File: config.mk
export PLATFORM = sky130hd
export DESIGN_NAME = video_port_config
export DESIGN_NICKNAME = d
export VERILOG_FILES = /design/src/hdl/video_port_pkg.sv /design/src/hdl/video_port_config.sv /design/src/hdl/sensor_clock_gen.sv /design/src/hdl/pixel_delay_line.sv
export SDC_FILE = /design/constraint.sdc
export NUM_CORES = 1
export LEC_CHECK = 0
export BUFFER_PORTS_ARGS = -buffer_cell sky130_fd_sc_hd__buf_2
export CAP_MARGIN = 15
export CELL_PAD_IN_SITES_DETAIL_PLACEMENT = 2
export CELL_PAD_IN_SITES_GLOBAL_PLACEMENT = 2
export CORE_ASPECT_RATIO = 2
export CORE_MARGIN = 3
export CORE_UTILIZATION = 25
export DETAILED_ROUTE_END_ITERATION = 8
export HOLD_SLACK_MARGIN = 0.08
export PLACE_DENSITY = 0.46
export SLEW_MARGIN = 20
export SYNTH_ARGS = -nofsm -noshare
export SYNTH_HDL_FRONTEND = slang
export SYNTH_SLANG_ARGS = --single-unit
File: constraint.sdc
create_clock -name core_clk_in -period 3 [get_ports core_clk_in]
set_input_delay 0.3 -clock core_clk_in [delete_from_list [all_inputs] [get_ports core_clk_in]]
set_output_delay 0.3 -clock core_clk_in [all_outputs]
set_load 0.005 [all_outputs]
File: src/hdl/video_port_pkg.sv
// shared constants for the video port configuration block
package video_port_pkg;
    // ---------------------------------------------------------------
    // register map
    // ---------------------------------------------------------------
    localparam int          REG_W          = 8;
    localparam logic [7:0]  ADDR_POWER     = 8'h04;
    localparam logic [7:0]  ADDR_DIVIDER   = 8'h05;
    localparam logic [7:0]  ADDR_FORMAT    = 8'h06;
    localparam logic [7:0]  ADDR_SYNC      = 8'h07;
    localparam logic [7:0]  ADDR_LEAD      = 8'h08;
    localparam logic [7:0]  RST_POWER      = 8'h00;
    localparam logic [7:0]  RST_DIVIDER    = 8'h04;
    localparam logic [7:0]  RST_FORMAT     = 8'h00;
    localparam logic [7:0]  RST_SYNC       = 8'h00;
    localparam logic [7:0]  RST_LEAD       = 8'h00;
    // reserved bits are not stored and read as zero
    localparam logic [7:0]  MASK_POWER     = 8'h89;
    localparam logic [7:0]  MASK_FORMAT    = 8'hF0;
    localparam logic [7:0]  MASK_LEAD      = 8'hF0;
    localparam logic [7:0]  READ_UNMAPPED  = 8'h00;
    // ---------------------------------------------------------------
    // field positions
    // ---------------------------------------------------------------
    localparam int BIT_GAIN_BYPASS   = 7;
    localparam int BIT_AMP_PWDN      = 3;
    localparam int BIT_ADC_PWDN      = 0;
    localparam int WIDTH_HI          = 7;
    localparam int WIDTH_LO          = 6;
    localparam int ROUTE_HI          = 5;
    localparam int ROUTE_LO          = 4;
    localparam int BIT_PCLK_GATING   = 7;
    localparam int BIT_FSYNC_SHAPE   = 6;
    localparam int BIT_LSYNC_SHAPE   = 5;
    localparam int BIT_PCLK_EDGE     = 4;
    localparam int BIT_FSYNC_POL     = 3;
    localparam int BIT_LSYNC_POL     = 2;
    localparam int BIT_FIELD_EN      = 1;
    localparam int BIT_PORT_FLOAT    = 0;
    localparam int LEAD_HI           = 7;
    localparam int LEAD_LO           = 4;
    // ---------------------------------------------------------------
    // bus width codes and low active line
    // ---------------------------------------------------------------
    localparam logic [1:0]  WIDTH_12       = 2'h0;
    localparam logic [1:0]  WIDTH_10       = 2'h1;
    localparam logic [1:0]  WIDTH_8        = 2'h2;
    localparam logic [3:0]  LOW_LINE_12    = 4'h0;
    localparam logic [3:0]  LOW_LINE_10    = 4'h2;
    localparam logic [3:0]  LOW_LINE_8     = 4'h4;
    // ---------------------------------------------------------------
    // pixel path
    // ---------------------------------------------------------------
    localparam int          PIX_W          = 12;
    localparam logic [11:0] ALL_LINES      = 12'hFFF;
    localparam logic [11:0] NO_LINES       = 12'h000;
    localparam int          LEAD_DEPTH     = 16;
    localparam logic [3:0]  LEAD_LAST      = 4'hF;
    localparam int          PKT_W          = 16;
    localparam int          PKT_VALID      = 12;
    localparam int          PKT_ROW        = 13;
    localparam int          PKT_FRAME      = 14;
    localparam int          PKT_FIELD      = 15;
    localparam int          PULSE_CNT_W    = 3;
    localparam logic [2:0]  LSYNC_PULSE    = 3'h4;
    localparam logic [2:0]  FSYNC_PULSE    = 3'h4;
endpackage

File: src/hdl/video_port_config.sv
// video port configuration registers and output formatter
// Function
// - gain bypass bit routes sampler output straight to the converter
// - amplifier power-down bit powers down the gain amplifier
// - converter power-down bit powers down the converter
// - divisor field divides master clock; zero means undivided
// - bus width field picks 12, 10 or 8 top lines; rest float
// - routing field shifts converter bits toward the bus top
// - gating bit makes pixel clock run only with valid data
// - frame sync shape bit selects end pulse instead of frame level
// - line sync shape bit gives four-clock pulse at row end
// - edge bit makes falling pixel clock edge the active edge
// - frame polarity bit inverts level; pulse is always negative
// - line polarity bit inverts level; pulse is always negative
// - field bit turns frame sync into odd/even field indicator
// - float bit releases every data and control output
// - lead field starts line sync 0 to 15 clocks before pixels
`timescale 1ns/100ps
module video_port_config (
    input  wire logic                     core_clk_in,
    input  wire logic                     arst_n_in,
    input  wire logic                     mclk_in,
    input  wire logic [7:0]               reg_addr_in,
    input  wire logic [7:0]               reg_wdata_in,
    input  wire logic                     reg_wr_in,
    output logic      [7:0]               reg_rdata_out,
    output logic                          gain_bypass_out,
    output logic                          amplifier_powerdown_out,
    output logic                          converter_powerdown_out,
    output logic                          pixel_tick_out,
    input  wire logic [video_port_pkg::PIX_W-1:0] adc_data_in,
    input  wire logic                     pix_valid_in,
    input  wire logic                     row_active_in,
    input  wire logic                     frame_active_in,
    input  wire logic                     field_odd_in,
    output logic [video_port_pkg::PIX_W-1:0] video_data_out,
    output logic [video_port_pkg::PIX_W-1:0] video_data_oe_out,
    output logic                          pclk_out,
    output logic                          pclk_oe_out,
    output logic                          frame_sync_out,
    output logic                          frame_sync_oe_out,
    output logic                          line_sync_out,
    output logic                          line_sync_oe_out
);
    import video_port_pkg::*;

    logic [7:0]             power_reg;
    logic [7:0]             divider_reg;
    logic [7:0]             format_reg;
    logic [7:0]             sync_reg;
    logic [7:0]             lead_reg;
    logic                   sensor_tick;
    logic                   phase_reg;
    logic                   half_tick_reg;
    logic                   out_valid_reg;
    logic                   line_prev_reg;
    logic                   frame_prev_reg;
    logic [PULSE_CNT_W-1:0] lcnt_reg;
    logic [PULSE_CNT_W-1:0] fcnt_reg;
    logic [PULSE_CNT_W-1:0] lcnt_next;
    logic [PULSE_CNT_W-1:0] fcnt_next;
    logic [PKT_W-1:0]       taps [LEAD_DEPTH];

    // ---------------------------------------------------------------
    // register decode
    // ---------------------------------------------------------------
    wire       wr_power   = reg_wr_in & (reg_addr_in == ADDR_POWER);
    wire       wr_divider = reg_wr_in & (reg_addr_in == ADDR_DIVIDER);
    wire       wr_format  = reg_wr_in & (reg_addr_in == ADDR_FORMAT);
    wire       wr_sync    = reg_wr_in & (reg_addr_in == ADDR_SYNC);
    wire       wr_lead    = reg_wr_in & (reg_addr_in == ADDR_LEAD);
    wire [7:0] rd_value   =
        (reg_addr_in == ADDR_POWER)   ? power_reg   :
        (reg_addr_in == ADDR_DIVIDER) ? divider_reg :
        (reg_addr_in == ADDR_FORMAT)  ? format_reg  :
        (reg_addr_in == ADDR_SYNC)    ? sync_reg    :
        (reg_addr_in == ADDR_LEAD)    ? lead_reg    : READ_UNMAPPED;

    always_ff @(posedge core_clk_in or negedge arst_n_in) begin
        if (!arst_n_in) begin
            power_reg     <= RST_POWER;
            divider_reg   <= RST_DIVIDER;
            format_reg    <= RST_FORMAT;
            sync_reg      <= RST_SYNC;
            lead_reg      <= RST_LEAD;
            reg_rdata_out <= READ_UNMAPPED;
        end else begin
            if (wr_power)   power_reg   <= reg_wdata_in & MASK_POWER;
            if (wr_divider) divider_reg <= reg_wdata_in;
            if (wr_format)  format_reg  <= reg_wdata_in & MASK_FORMAT;
            if (wr_sync)    sync_reg    <= reg_wdata_in;
            if (wr_lead)    lead_reg    <= reg_wdata_in & MASK_LEAD;
            reg_rdata_out <= rd_value;
        end
    end

    // ---------------------------------------------------------------
    // analog front-end controls
    // ---------------------------------------------------------------
    always_ff @(posedge core_clk_in or negedge arst_n_in) begin
        if (!arst_n_in) begin
            gain_bypass_out         <= 1'b0;
            amplifier_powerdown_out <= 1'b0;
            converter_powerdown_out <= 1'b0;
        end else begin
            gain_bypass_out         <= power_reg[BIT_GAIN_BYPASS];
            amplifier_powerdown_out <= power_reg[BIT_AMP_PWDN];
            converter_powerdown_out <= power_reg[BIT_ADC_PWDN];
        end
    end

    // ---------------------------------------------------------------
    // sensor clock and pixel slots
    // ---------------------------------------------------------------
    sensor_clock_gen u_clock_gen (
        .core_clk_in     (core_clk_in),
        .arst_n_in       (arst_n_in),
        .mclk_in         (mclk_in),
        .divisor_in      (divider_reg),
        .sensor_tick_out (sensor_tick)
    );

    // one pixel per two sensor ticks: data edge, then active edge
    always_ff @(posedge core_clk_in or negedge arst_n_in) begin
        if (!arst_n_in) begin
            phase_reg      <= 1'b0;
            pixel_tick_out <= 1'b0;
            half_tick_reg  <= 1'b0;
        end else begin
            if (sensor_tick) phase_reg <= ~phase_reg;
            pixel_tick_out <= sensor_tick & ~phase_reg;
            half_tick_reg  <= sensor_tick & phase_reg;
        end
    end

    wire [PKT_W-1:0] in_pkt = {field_odd_in, frame_active_in,
                               row_active_in, pix_valid_in, adc_data_in};

    pixel_delay_line #(
        .WIDTH (PKT_W),
        .DEPTH (LEAD_DEPTH)
    ) u_delay (
        .core_clk_in (core_clk_in),
        .arst_n_in   (arst_n_in),
        .shift_in    (pixel_tick_out),
        .data_in     (in_pkt),
        .taps_out    (taps)
    );

    // ---------------------------------------------------------------
    // field decode
    // ---------------------------------------------------------------
    wire [1:0]       width_sel  = format_reg[WIDTH_HI:WIDTH_LO];
    wire [1:0]       msb_route  = format_reg[ROUTE_HI:ROUTE_LO];
    wire [3:0]       lead_count = lead_reg[LEAD_HI:LEAD_LO];
    wire             clk_gating = sync_reg[BIT_PCLK_GATING];
    wire             fs_shape   = sync_reg[BIT_FSYNC_SHAPE];
    wire             ls_shape   = sync_reg[BIT_LSYNC_SHAPE];
    wire             clk_edge   = sync_reg[BIT_PCLK_EDGE];
    wire             fs_pol     = sync_reg[BIT_FSYNC_POL];
    wire             ls_pol     = sync_reg[BIT_LSYNC_POL];
    wire             field_en   = sync_reg[BIT_FIELD_EN];
    wire             port_float = sync_reg[BIT_PORT_FLOAT];

    // ---------------------------------------------------------------
    // data formatting
    // ---------------------------------------------------------------
    wire [PKT_W-1:0] out_pkt    = taps[LEAD_LAST];
    wire [3:0]       lead_idx   = 4'(LEAD_LAST - lead_count);
    wire [PKT_W-1:0] lead_pkt   = taps[lead_idx];
    wire [PIX_W-1:0] out_pix    = out_pkt[PIX_W-1:0];
    wire [PIX_W-1:0] routed_pix = out_pix << msb_route;
    // reserved width code keeps all twelve lines
    wire [3:0]       low_line   =
        (width_sel == WIDTH_10) ? LOW_LINE_10 :
        (width_sel == WIDTH_8)  ? LOW_LINE_8  : LOW_LINE_12;
    wire [PIX_W-1:0] line_mask  = ALL_LINES << low_line;
    wire [PIX_W-1:0] data_oe    = port_float ? NO_LINES : line_mask;

    // ---------------------------------------------------------------
    // sync shaping
    // ---------------------------------------------------------------
    // level is stretched forward by the lead, ends with the row
    wire line_act  = lead_pkt[PKT_ROW] | out_pkt[PKT_ROW];
    wire frame_act = out_pkt[PKT_FRAME];
    wire line_end  = line_prev_reg & ~line_act;
    wire frame_end = frame_prev_reg & ~frame_act;

    always_comb begin
        lcnt_next = lcnt_reg;
        fcnt_next = fcnt_reg;
        if (line_end) begin
            lcnt_next = LSYNC_PULSE;
        end else if (lcnt_reg != '0) begin
            lcnt_next = lcnt_reg - 1'b1;
        end
        if (frame_end) begin
            fcnt_next = FSYNC_PULSE;
        end else if (fcnt_reg != '0) begin
            fcnt_next = fcnt_reg - 1'b1;
        end
    end

    wire line_level  = line_act ^ ls_pol;
    wire frame_level = frame_act ^ fs_pol;
    wire line_value  = ls_shape ? (lcnt_next == '0) : line_level;
    wire frame_shape = fs_shape ? (fcnt_next == '0) : frame_level;
    wire frame_value = field_en ? out_pkt[PKT_FIELD] : frame_shape;
    // gated clock stays parked at its idle level between valid pixels
    wire clk_run     = ~clk_gating | out_valid_reg;

    // ---------------------------------------------------------------
    // output registers
    // ---------------------------------------------------------------
    always_ff @(posedge core_clk_in or negedge arst_n_in) begin
        if (!arst_n_in) begin
            video_data_out <= NO_LINES;
            out_valid_reg  <= 1'b0;
            line_prev_reg  <= 1'b0;
            frame_prev_reg <= 1'b0;
            lcnt_reg       <= '0;
            fcnt_reg       <= '0;
            line_sync_out  <= 1'b1;
            frame_sync_out <= 1'b1;
        end else if (pixel_tick_out) begin
            video_data_out <= routed_pix;
            out_valid_reg  <= out_pkt[PKT_VALID];
            line_prev_reg  <= line_act;
            frame_prev_reg <= frame_act;
            lcnt_reg       <= lcnt_next;
            fcnt_reg       <= fcnt_next;
            line_sync_out  <= line_value;
            frame_sync_out <= frame_value;
        end
    end

    // data changes with the idle-going transition
    always_ff @(posedge core_clk_in or negedge arst_n_in) begin
        if (!arst_n_in) begin
            pclk_out <= 1'b0;
        end else if (pixel_tick_out) begin
            pclk_out <= clk_edge;
        end else if (half_tick_reg) begin
            pclk_out <= clk_run ? ~clk_edge : clk_edge;
        end
    end

    // float acts at once, not at the next pixel slot
    always_ff @(posedge core_clk_in or negedge arst_n_in) begin
        if (!arst_n_in) begin
            video_data_oe_out <= NO_LINES;
            pclk_oe_out       <= 1'b0;
            frame_sync_oe_out <= 1'b0;
            line_sync_oe_out  <= 1'b0;
        end else begin
            video_data_oe_out <= data_oe;
            pclk_oe_out       <= ~port_float;
            frame_sync_oe_out <= ~port_float;
            line_sync_oe_out  <= ~port_float;
        end
    end

    // ---------------------------------------------------------------
    // checks
    // ---------------------------------------------------------------
    a_bypass_write: assert property (@(posedge core_clk_in)
        disable iff (!arst_n_in)
        wr_power |=> ##1 gain_bypass_out == $past(reg_wdata_in[7], 2))
        else $error("gain bypass did not follow write");
    a_amp_pwdn_write: assert property (@(posedge core_clk_in)
        disable iff (!arst_n_in)
        wr_power |=> ##1
            amplifier_powerdown_out == $past(reg_wdata_in[3], 2))
        else $error("amplifier power-down did not follow write");
    a_adc_pwdn_write: assert property (@(posedge core_clk_in)
        disable iff (!arst_n_in)
        wr_power |=> ##1
            converter_powerdown_out == $past(reg_wdata_in[0], 2))
        else $error("converter power-down did not follow write");
    a_width_ten: assert property (@(posedge core_clk_in)
        disable iff (!arst_n_in)
        (!port_float && width_sel == WIDTH_10) |=>
            video_data_oe_out == 12'hFFC)
        else $error("ten line mode drives wrong lines");
    a_route_one: assert property (@(posedge core_clk_in)
        disable iff (!arst_n_in)
        (pixel_tick_out && msb_route == 2'h1) |=>
            video_data_out == {$past(out_pix[10:0]), 1'b0})
        else $error("routing by one is wrong");
    a_gated_idle: assert property (@(posedge core_clk_in)
        disable iff (!arst_n_in)
        (half_tick_reg && clk_gating && !out_valid_reg && !pixel_tick_out)
            |=> pclk_out == $past(clk_edge))
        else $error("gated pixel clock toggled without data");
    a_line_pulse: assert property (@(posedge core_clk_in)
        disable iff (!arst_n_in)
        (pixel_tick_out && ls_shape && line_end) |=> !line_sync_out)
        else $error("line pulse missing at row end");
    a_frame_pulse: assert property (@(posedge core_clk_in)
        disable iff (!arst_n_in)
        (pixel_tick_out && fs_shape && !field_en && frame_end)
            |=> !frame_sync_out)
        else $error("frame pulse missing at frame end");
    a_active_edge: assert property (@(posedge core_clk_in)
        disable iff (!arst_n_in)
        (half_tick_reg && !clk_gating) |=> pclk_out == !$past(clk_edge))
        else $error("pixel clock active edge wrong");
    a_field_show: assert property (@(posedge core_clk_in)
        disable iff (!arst_n_in)
        (pixel_tick_out && field_en) |=>
            frame_sync_out == $past(out_pkt[PKT_FIELD]))
        else $error("field indicator not shown");
    a_float_all: assert property (@(posedge core_clk_in)
        disable iff (!arst_n_in)
        port_float |=> (video_data_oe_out == NO_LINES) && !pclk_oe_out
            && !frame_sync_oe_out && !line_sync_oe_out)
        else $error("port float left a driver on");
    a_lead_level: assert property (@(posedge core_clk_in)
        disable iff (!arst_n_in)
        (pixel_tick_out && !ls_shape && lead_pkt[PKT_ROW]) |=>
            line_sync_out == !$past(ls_pol))
        else $error("line sync lead edge late");
endmodule // video_port_config

File: src/hdl/sensor_clock_gen.sv
// master clock edge finder and sensor clock divider
`timescale 1ns/100ps
module sensor_clock_gen (
    input  wire logic       core_clk_in,
    input  wire logic       arst_n_in,
    input  wire logic       mclk_in,
    input  wire logic [7:0] divisor_in,
    output logic            sensor_tick_out
);
    import video_port_pkg::*;

    logic       mclk_meta_reg;
    logic       mclk_sync_reg;
    logic       mclk_prev_reg;
    logic [7:0] count_reg;
    logic [7:0] count_next;
    wire        mclk_rise;
    wire        count_wrap;

    // ---------------------------------------------------------------
    // edge detect and count
    // ---------------------------------------------------------------
    assign mclk_rise  = mclk_sync_reg & ~mclk_prev_reg;
    // zero and one both give one tick per master clock
    assign count_wrap = (divisor_in == 8'h00) |
                        (count_reg >= 8'(divisor_in - 8'h01));
    assign count_next = count_wrap ? 8'h00 : 8'(count_reg + 8'h01);

    always_ff @(posedge core_clk_in or negedge arst_n_in) begin
        if (!arst_n_in) begin
            mclk_meta_reg   <= 1'b0;
            mclk_sync_reg   <= 1'b0;
            mclk_prev_reg   <= 1'b0;
            count_reg       <= 8'h00;
            sensor_tick_out <= 1'b0;
        end else begin
            mclk_meta_reg   <= mclk_in;
            mclk_sync_reg   <= mclk_meta_reg;
            mclk_prev_reg   <= mclk_sync_reg;
            sensor_tick_out <= mclk_rise & count_wrap;
            if (mclk_rise) begin
                count_reg <= count_next;
            end
        end
    end

    a_tick_needs_edge: assert property (@(posedge core_clk_in)
        disable iff (!arst_n_in)
        sensor_tick_out |-> $past(mclk_rise))
        else $error("sensor tick without master clock edge");
    a_undivided_tick: assert property (@(posedge core_clk_in)
        disable iff (!arst_n_in)
        (mclk_rise && divisor_in == 8'h00) |=> sensor_tick_out)
        else $error("zero divisor did not pass every edge");
endmodule // sensor_clock_gen

File: src/hdl/pixel_delay_line.sv
// shift register that holds recent pixel slots for sync lead
`timescale 1ns/100ps
module pixel_delay_line #(
    parameter int WIDTH = 16,
    parameter int DEPTH = 16
) (
    input  wire logic             core_clk_in,
    input  wire logic             arst_n_in,
    input  wire logic             shift_in,
    input  wire logic [WIDTH-1:0] data_in,
    output logic      [WIDTH-1:0] taps_out [DEPTH]
);
    // ---------------------------------------------------------------
    // one stage per pixel slot
    // ---------------------------------------------------------------
    genvar i;
    generate
        for (i = 0; i < DEPTH; i++) begin : g_stage
            wire [WIDTH-1:0] stage_src;
            if (i == 0) begin : g_head
                assign stage_src = data_in;
            end else begin : g_body
                assign stage_src = taps_out[i-1];
            end
            always_ff @(posedge core_clk_in or negedge arst_n_in) begin
                if (!arst_n_in) begin
                    taps_out[i] <= '0;
                end else if (shift_in) begin
                    taps_out[i] <= stage_src;
                end
            end
        end
    endgenerate
endmodule // pixel_delay_line

==> flow_metrics.env, run 1 <==
export IMPL_setup_viol=0
export IMPL_synthesis_nets=969
export IMPL_synthCells=915
export IMPL_clkTransAtPathRegs_ns=0.07
export IMPL_cts_sinks=337
export IMPL_post_cts_setup_buffer_count=0
export IMPL_synth_area_leaders="dfrtp_1 61%, mux2_2 24%, ha_1 1.7%, mux4_2 1.5%, mux2i_1 1.0%"
export IMPL_layout_drive_gt1_share=0.436
export IMPL_synth_cell_types=54
export IMPL_rsz0062_at_grt="false"
export IMPL_totalWireLength_mm=29.5
export IMPL_cts_tree="done"
export IMPL_min_period_ns=2.56
export IMPL_die_y_um=336
export IMPL_ctsHoldBuffers=22
export IMPL_synth_most_common_cell="dfrtp_1"
export IMPL_vdd_drop_max_mv=0.431
export IMPL_ys_ff_latch=337
export IMPL_antenna_found_initial=0
export IMPL_grt_max_degree=105
export IMPL_synthesis_area_um2=13600
export IMPL_ant_nets=0
export IMPL_ys_seq_area_frac=0.619
export IMPL_drc=0
export IMPL_die_w_um=171
export IMPL_grt_pass1_wl_mm=49.3
export IMPL_ys_warn_count=0
export IMPL_syn_avg_cell_area_um2=14.9
export IMPL_h_tree_depth=2
export IMPL_num_antenna_cells=0
export IMPL_grt_pass1_vias=8532
export IMPL_cp_cell_sequence="nor2_1 -> nand3_1 -> nor4_1 -> xnor2_1 -> ha_1 -> a21oi_1 -> o31ai_1 -> o21ai_0 -> a21oi_1 -> nor2_1"
export IMPL_worstSetupPathType="flip-flop to flip-flop"
export IMPL_crit_fanout=7
export IMPL_fin_hold_ws_ns=0.117
export IMPL_synth_edf_count=0
export IMPL_power_density_nw_per_um2=776
export IMPL_start_util=0.253
export IMPL_avgRoutedWirePerCell_um=17.3
export IMPL_worst_slew_pin_slew_ns=0.606
export IMPL_cp_top_family="compound AO/OA/AOI/OAI gates"
export IMPL_finClkSkew_ns=0.0204
export IMPL_clk_latency_ns=0.52
export IMPL_leakage_nw=7.80
export IMPL_synth_top_area_share=0.614
export IMPL_cts_root_buf="clkbuf_16"
export IMPL_cts_resized=0
export IMPL_hold_viol=0
export IMPL_status="finished, final reports clean"
export IMPL_dp_hpwl_mm=19.6
export IMPL_core_area_um2=53800
export IMPL_initialDrtViolationCount=260
export IMPL_start_kind="flip-flop"
export IMPL_synth_area_leader_cell="dfrtp_1"
export IMPL_maxCapViolations=0
export IMPL_async_flop_share=1.00
export IMPL_cts_made_buffers=35
export IMPL_min_path_type="input pin to flip-flop"
export IMPL_final_period_utilization=0.853
export IMPL_cp_buffers_inverters=0
export IMPL_drv_slew=0
export IMPL_rows=120
export IMPL_vias=7586
export IMPL_slowest_delay_ns=0.49
export IMPL_max_slew_margin=0.596
export IMPL_design_die_area_um2=57500
export IMPL_worstPathRequired_ns=3.37
export IMPL_grtUsageTotal=0.107
export IMPL_via_per_inst=4.44
export IMPL_finalNetCount=1065
export IMPL_area_growth_pct=18.9
export IMPL_boundaryPins=78
export IMPL_clockBufferDepth=3
export IMPL_synth_common_cells="334 x dfrtp_1, 291 x mux2_2, 33 x clkbuf_1, 29 x nand2_1, 27 x nor2_1"
export IMPL_critical_path_endpoint_type="flip-flop"
export IMPL_overflow=0
export IMPL_gp_congestion=0.716
export IMPL_io_buffers=77
export IMPL_drtPass1Iterations=4
export IMPL_tns_ns=0
export IMPL_ys_flop_type="dfrtp_1"
export IMPL_fillers=5561
export IMPL_fmax_ghz=0.391
export IMPL_largest_reg_flops=240
export IMPL_crit_path_top_delay_cell="a21oi_1"
export IMPL_worstPathArrival_ns=2.93
## metal layers
| metal | part of all wire | up-vias | track usage |
|---|---|---|---|
| li1 | - | 3412 | - |
| met1 | 0.39 | 4010 | 0.119 |
| met2 | 0.55 | 120 | 0.201 |
| met3 | 0.030 | 44 | 0.0161 |
| met4 | 0.032 | 0 | 0.0396 |
| met5 | 0 | - | 0 |
## logic make-up (layout without fill, tap and decap cells)
logic type,after synthesis,count (layout),synth area share
multiplexers,314,314,0.266
AND/OR/NAND/NOR,102,102,0.0374
adder cells (fa/ha/maj),18,18,0.0165
buffers and inverters,72,193,0.0243
XOR/XNOR,14,14,0.00900
AO/OA/AOI/OAI,58,58,0.0276
flip-flops,337,337,0.619
## power breakdown
part | switching (W) | internal [W]
logic | 0.000760 | 0.00110
clock network | 0.00179 | 0.00280
registers | 0.000578 | 0.00555
total | 0.00313 | 0.00945
## tightest hold or removal path, delay by kind of cell
family | cells | cell delay, ns
buffers and inverters | 1 | 0.16
AO/OA/AOI/OAI | 1 | 0.07
AND/OR/NAND/NOR | 1 | 0.07
## per-stage QoR
step           instances  instance area [µm²]   util  total power (W)  setup slack [ns]
2_1_floorplan        915                13600      -          0.00745             0.946
3_3_place_gp        1623                14800  0.275          0.00803             0.586
3_5_place_dp        1623                14800  0.275          0.00816             0.387
4_1_cts             1707                16200  0.301           0.0129             0.363
5_1_grt             1707                16200  0.301           0.0134            0.0636
6_report            1707                16200  0.301           0.0126             0.440
## area by class of cell
cell class              instances  area [µm²]  area share
clock buffers                  55        1070      0.0663
clock inverters                 7         139     0.00857
inverters                      20        75.1     0.00463
multi-input cells             506        4850       0.300
flip-flops and latches        337        8440       0.521
well taps                     671         840      0.0518
repair buffers                111         781      0.0482
## cell usage in the layout, fill, tap and decap left out, types with 5 or more instances in the layout
master         instances
a21o_1                 5
a21oi_1               11
buf_12                 6
buf_2                 76
buf_4                  6
clkbuf_1              10
clkbuf_16             37
clkbuf_8               8
dfrtp_1              333
dlygate4sd3_1         22
ha_1                  18
inv_1                 20
mux2_2               291
mux2i_1               14
mux4_2                 9
nand2_1               29
nand3_1               10
nor2_1                27
nor2b_1                7
o21ai_0               18
xor2_1                10
## worst paths after layout
check                      slack [ns]                                      endpoint                                 from  cells after the start
setup / recovery                 0.44          u_clock_gen.count_reg[3]$_DFFE_PN0P_           divider_reg[3]$_DFFE_PN0P_                     10
hold / removal                   0.12                     format_reg[7]$_DFFE_PN0P_                      reg_wdata_in[7]                      3
setup reg to reg                 0.44          u_clock_gen.count_reg[3]$_DFFE_PN0P_           divider_reg[3]$_DFFE_PN0P_                     10
hold reg to reg                  0.35           u_clock_gen.mclk_sync_reg$_DFF_PN0_  u_clock_gen.mclk_meta_reg$_DFF_PN0_                      0
max in group asynchronous        1.87  u_delay.g_stage[12].stage_src[0]$_DFFE_PN0P_                            arst_n_in                      3
min in group asynchronous        0.32          u_clock_gen.count_reg[0]$_DFFE_PN0P_                            arst_n_in                      2
(Power assumes the default switching activity.)
==> inputs of run 2 (changes only) <==
--- a/config.mk
+++ b/config.mk
@@ -10,8 +10,8 @@
 export CELL_PAD_IN_SITES_DETAIL_PLACEMENT = 2
 export CELL_PAD_IN_SITES_GLOBAL_PLACEMENT = 2
 export CORE_ASPECT_RATIO = 2
-export CORE_MARGIN = 3
 export CORE_UTILIZATION = 25
+export CTS_BUF_LIST = sky130_fd_sc_hd__clkbuf_8
 export DETAILED_ROUTE_END_ITERATION = 8
 export HOLD_SLACK_MARGIN = 0.08
 export PLACE_DENSITY = 0.46
==> flow_metrics.env, run 2 (same netlist as run 1, synthesis figures left out) <==
export IMPL_place_inst=1622
export IMPL_worst_slew_pin_slew_ns=0.767
export IMPL_worstSetupPathType="flip-flop to flip-flop"
export IMPL_use_met2=0.215
export IMPL_fmax_ghz=0.409
export IMPL_drc=0
export IMPL_hold_viol=0
export IMPL_vdd_drop_max_mv=0.274
export IMPL_instances_no_fill=1745
export IMPL_cts_root_buf="clkbuf_8"
export IMPL_tns_ns=0
export IMPL_rows=120
export IMPL_cts_made_buffers=55
export IMPL_grt_met1_usage=0.112
export IMPL_layout_commonest_cell="dfrtp_1"
export IMPL_gp_congestion=0.749
export IMPL_layout_drive_gt1_share=0.442
export IMPL_via_per_inst=4.42
export IMPL_status="finished, final reports clean"
export IMPL_vias=7710
export IMPL_crit_fanout=7
export IMPL_max_slew_margin=0.488
export IMPL_leakage_nw=7.87
export IMPL_min_period_ns=2.44
export IMPL_area_growth_pct=18.6
export IMPL_rsz0062_at_grt="false"
export IMPL_postLayoutCoreUtil=0.301
export IMPL_die_y_um=332
export IMPL_power_density_nw_per_um2=747
export IMPL_dp_hpwl_mm=19.6
export IMPL_cts_tree="done"
export IMPL_avgRoutedWirePerCell_um=17.0
export IMPL_grt_pass1_vias=8725
export IMPL_drtPass1Iterations=2
export IMPL_core_area_um2=53600
export IMPL_overflow=0
export IMPL_ff2ff_path_depth=10
export IMPL_grtUsageTotal=0.111
export IMPL_finalNetCount=1088
export IMPL_final_period_utilization=0.814
export IMPL_boundaryPins=78
export IMPL_grt_pass1_wl_mm=48.6
export IMPL_grt_max_degree=87
export IMPL_critical_path_endpoint_type="flip-flop"
export IMPL_maxCapViolations=0
export IMPL_min_path_type="input pin to flip-flop"
export IMPL_design_die_area_um2=55500
export IMPL_grtUsageMet3=0.0212
export IMPL_clockBufferDepth=3
export IMPL_hold_depth=3
export IMPL_largest_reg_flops=240
export IMPL_die_w_um=167
export IMPL_totalWireLength_mm=29.6
export IMPL_setup_viol=0
export IMPL_io_buffers=77
export IMPL_ant_nets=0
export IMPL_start_util=0.254
export IMPL_clk_latency_ns=0.62
export IMPL_antenna_found_initial=1
export IMPL_fillers=5548
export IMPL_grt_busiest_layer="met2"
export IMPL_final_cell_mix="333 x dfrtp_1, 291 x mux2_2, 76 x buf_2, 69 x clkbuf_8, 41 x inv_1"
export IMPL_worstPathArrival_ns=2.92
export IMPL_p_total_w=0.0121
export IMPL_clkTransAtPathRegs_ns=0.06
export IMPL_cts_sinks=337
export IMPL_worstPathRequired_ns=3.48
export IMPL_h_tree_depth=2
export IMPL_initialDrtViolationCount=222
export IMPL_cts_resized=0
export IMPL_drv_slew=0
export IMPL_start_kind="flip-flop"
export IMPL_finClkSkew_ns=0.0263
run 2: per-layer routing:
| layer | vias to the layer above | wire [µm] |
|---|---|---|
| met5 | - | 0 |
| met4 | 0 | 989 |
| met3 | 64 | 1150 |
| met2 | 143 | 16600 |
| met1 | 4019 | 10900 |
| li1 | 3484 | - |
run 2: timing repair:
item / CTS / global route
endpoints found under the hold margin: 114 / 0
hold buffers: 26 / 0
buffers inserted: 0 / 0
run 2: final timing paths:
path                                                          start                                          end  slack [ns]
max in group asynchronous                                 arst_n_in  u_delay.g_stage[9].stage_src[8]$_DFFE_PN0P_        1.85
worst min-delay path                                 reg_addr_in[1]                   reg_rdata_out[1]$_DFF_PN0_        0.17
worst max-delay path                     divider_reg[3]$_DFFE_PN0P_         u_clock_gen.count_reg[4]$_DFFE_PN0P_        0.56
worst min register to register  u_clock_gen.mclk_meta_reg$_DFF_PN0_          u_clock_gen.mclk_sync_reg$_DFF_PN0_        0.36
worst max register to register           divider_reg[3]$_DFFE_PN0P_         u_clock_gen.count_reg[4]$_DFFE_PN0P_        0.56
min in group asynchronous                                 arst_n_in         u_clock_gen.count_reg[0]$_DFFE_PN0P_        0.29
run 2: worst max-delay path, stage by stage, from the launching register on:
cell,delay (ns)
dfrtp_1,0.41
nor2_1,0.18
nand3_1,0.14
nor4_1,0.26
xnor2_1,0.12
ha_1,0.30
a21oi_1,0.07
o31ai_1,0.12
o21ai_0,0.17
a21oi_1,0.44
nor2_1,0.11
run 2: cell type report:
type / instances / area (µm²) / area share
clock buffers: 69 / 950 / 0.0588
multi-input cells: 506 / 4850 / 0.300
flip-flops and latches: 337 / 8440 / 0.523
diodes: 1 / 2.50 / 0.000155
clock inverters: 27 / 168 / 0.0104
repair buffers: 114 / 826 / 0.0511
well taps: 671 / 840 / 0.0520
inverters: 20 / 75.1 / 0.00465
run 2: report_power, final:
group	total, W	switching [W]	internal (W)
sequential	0.00613	0.000584	0.00555
combinational	0.00185	0.000750	0.00110
clock	0.00408	0.00186	0.00223
run 2: metrics by stage:
stage	instance area (µm²)	worst slack, ns	hold WS (ns)
after floorplan	13600	0.946	0.00441
after global placement	14800	0.565	0.336
after CTS	16200	0.466	0.107
final	16200	0.557	0.170
after global routing	16200	0.318	0.147
after detailed placement	14800	0.468	0.350
==> inputs of run 3 (changes only) <==
--- a/config.mk
+++ b/config.mk
@@ -14,7 +14,7 @@
 export CTS_BUF_LIST = sky130_fd_sc_hd__clkbuf_8
 export DETAILED_ROUTE_END_ITERATION = 8
 export HOLD_SLACK_MARGIN = 0.08
-export PLACE_DENSITY = 0.46
+export PLACE_DENSITY = 0.47
 export SLEW_MARGIN = 20
 export SYNTH_ARGS = -nofsm -noshare
 export SYNTH_HDL_FRONTEND = slang
==> constraint.sdc (replaced) <==
create_clock -name core_clk_in -period 2 [get_ports core_clk_in]
set_input_delay 0.2 -clock core_clk_in [delete_from_list [all_inputs] [get_ports core_clk_in]]
set_output_delay 0.2 -clock core_clk_in [all_outputs]
set_load 0.005 [all_outputs]
==> flow_metrics.env, run 3 (same netlist as run 1, synthesis figures left out) <==
export IMPL_finalNetCount=1127
export IMPL_cts_made_buffers=55
export IMPL_worstPathRequired_ns=2.55
export IMPL_grt_pass1_vias=8916
export IMPL_cts_root_buf="clkbuf_8"
export IMPL_worstPathArrival_ns=2.68
export IMPL_overflow=0
export IMPL_fillers=5524
export IMPL_start_util=0.254
export IMPL_clk_latency_ns=0.61
export IMPL_cp_cell_sequence="nor2_2 -> buf_4 -> buf_4 -> nand2_1 -> xor2_1 -> ha_1 -> a21o_1 -> a211oi_2 -> a21oi_4 -> nor2_1"
export IMPL_setup_viol=9
export IMPL_largest_reg_flops=240
export IMPL_design_die_area_um2=55500
export IMPL_max_slew_margin=0.586
export IMPL_ant_nets=0
export IMPL_totalWireLength_mm=30.2
export IMPL_io_buffers=77
export IMPL_worstSetupPathType="flip-flop to flip-flop"
export IMPL_maxCapViolations=0
export IMPL_instances_no_fill=1786
export IMPL_grt_max_degree=93
export IMPL_area_growth_pct=22.5
export IMPL_critical_path_endpoint_type="flip-flop"
export IMPL_layout_commonest_cell="dfrtp_1"
export IMPL_slowest_delay_ns=0.54
export IMPL_status="finished, violations left"
export IMPL_cpMostUsedCell="buf_4"
export IMPL_grt_pass1_wl_mm=49.0
export IMPL_drv_slew=0
export IMPL_worst_slew_pin_slew_ns=0.621
export IMPL_crit_path_top_delay_cell="dfstp_2"
export IMPL_core_area_um2=53600
export IMPL_min_period_ns=2.14
export IMPL_via_per_inst=4.40
export IMPL_finClkSkew_ns=0.0278
export IMPL_drc=0
export IMPL_die_y_um=332
export IMPL_rsz0062_at_grt="true"
export IMPL_boundaryPins=78
export IMPL_dp_hpwl_mm=19.6
export IMPL_failed_checks="setup timing"
export IMPL_hold_viol=0
export IMPL_vdd_drop_max_mv=0.523
export IMPL_avgRoutedWirePerCell_um=16.9
export IMPL_fin_hold_ws_ns=0.151
export IMPL_fin_area_um2=16700
export IMPL_place_inst=1652
export IMPL_initialDrtViolationCount=199
export IMPL_grtUsageTotal=0.111
export IMPL_drtPass1Iterations=4
export IMPL_crit_fanout=7
export IMPL_min_path_type="input pin to flip-flop"
export IMPL_tns_ns=-0.998
export IMPL_placed_cell_area_um2=15000
export IMPL_vias=7857
export IMPL_gp_congestion=0.722
export IMPL_power_density_nw_per_um2=1110
export IMPL_start_kind="flip-flop"
export IMPL_final_period_utilization=1.07
export IMPL_h_tree_depth=2
export IMPL_clockBufferDepth=3
export IMPL_layout_drive_gt1_share=0.483
export IMPL_final_cell_mix="332 x dfrtp_1, 290 x mux2_2, 76 x buf_2, 73 x clkbuf_8, 34 x buf_4"
export IMPL_antenna_found_initial=1
export IMPL_cts_sinks=337
export IMPL_fmax_ghz=0.468
export IMPL_die_w_um=167
export IMPL_setup_slack_ns=-0.137
export IMPL_leakage_nw=8.13
export IMPL_rows=120
export IMPL_clkTransAtPathRegs_ns=0.07
export IMPL_cts_tree="done"
export IMPL_p_total_w=0.0185
## run 3: per-stage QoR
| step | utilization | setup WS (ns) |
|---|---|---|
| 2_1_floorplan | - | 0.0344 |
| 3_3_place_gp | 0.280 | -0.147 |
| 3_5_place_dp | 0.280 | -0.276 |
| 4_1_cts | 0.310 | -0.276 |
| 5_1_grt | 0.311 | -0.255 |
| 6_report | 0.311 | -0.137 |
## run 3: area by class of cell
class	instances	area, µm²	area share
timing repair buffer	153	1190	0.0715
clock inverter	25	171	0.0103
antenna	1	2.50	0.000150
tap	671	840	0.0503
multi-input combinational	506	4960	0.297
sequential	337	8440	0.506
inverter	20	75.1	0.00450
clock buffer	73	1000	0.0602
## run 3: timing repair
action	CTS	global route
pin swaps	9	22
endpoints found under the hold margin	386	0
buffers inserted	3	0
hold buffers	32	0
cloned	0	1
endpoints found under the setup margin	10	11
gates resized for setup	12	14
## run 3: final timing paths
| check | from | end | slack, ns | cells after the start |
|---|---|---|---|---|
| worst max-delay path | divider_reg[2]$_DFFE_PN1P_ | u_clock_gen.count_reg[2]$_DFFE_PN0P_ | -0.14 | 10 |
| worst max register to register | divider_reg[2]$_DFFE_PN1P_ | u_clock_gen.count_reg[2]$_DFFE_PN0P_ | -0.14 | 10 |
| max in group asynchronous | arst_n_in | u_delay.g_stage[7].stage_src[7]$_DFFE_PN0P_ | 1.33 | 3 |
| worst min register to register | u_clock_gen.mclk_meta_reg$_DFF_PN0_ | u_clock_gen.mclk_sync_reg$_DFF_PN0_ | 0.35 | 0 |
| min in group asynchronous | arst_n_in | frame_sync_out$_DFFE_PN1P_ | 0.24 | 2 |
| worst min-delay path | reg_addr_in[6] | reg_rdata_out[3]$_DFF_PN0_ | 0.15 | 4 |
## run 3: layer usage
| metal | track usage | wire length (µm) | part of all wire |
|---|---|---|---|
| met1 | 0.114 | 11300 | 0.37 |
| met2 | 0.210 | 16400 | 0.54 |
| met3 | 0.0217 | 1170 | 0.039 |
| met4 | 0.0589 | 1360 | 0.045 |
| met5 | 0 | 0 | 0 |
## run 3: report_power, final
group / total (W) / internal [W] / switching, W
logic: 0.00296 / 0.00176 / 0.00120
registers: 0.00917 / 0.00832 / 0.000851
clock network: 0.00636 / 0.00352 / 0.00284
## run 3: worst max-delay path, delay by kind of cell (launching register included)
kind	cells	cell delay, ns
AOI/OAI and AO/OA	3	0.61
DFF	1	0.54
adders and majority gates	1	0.27
buffers and inverters	2	0.25
and+or+nand+nor	3	0.23
xor gates and xnor gates	1	0.17
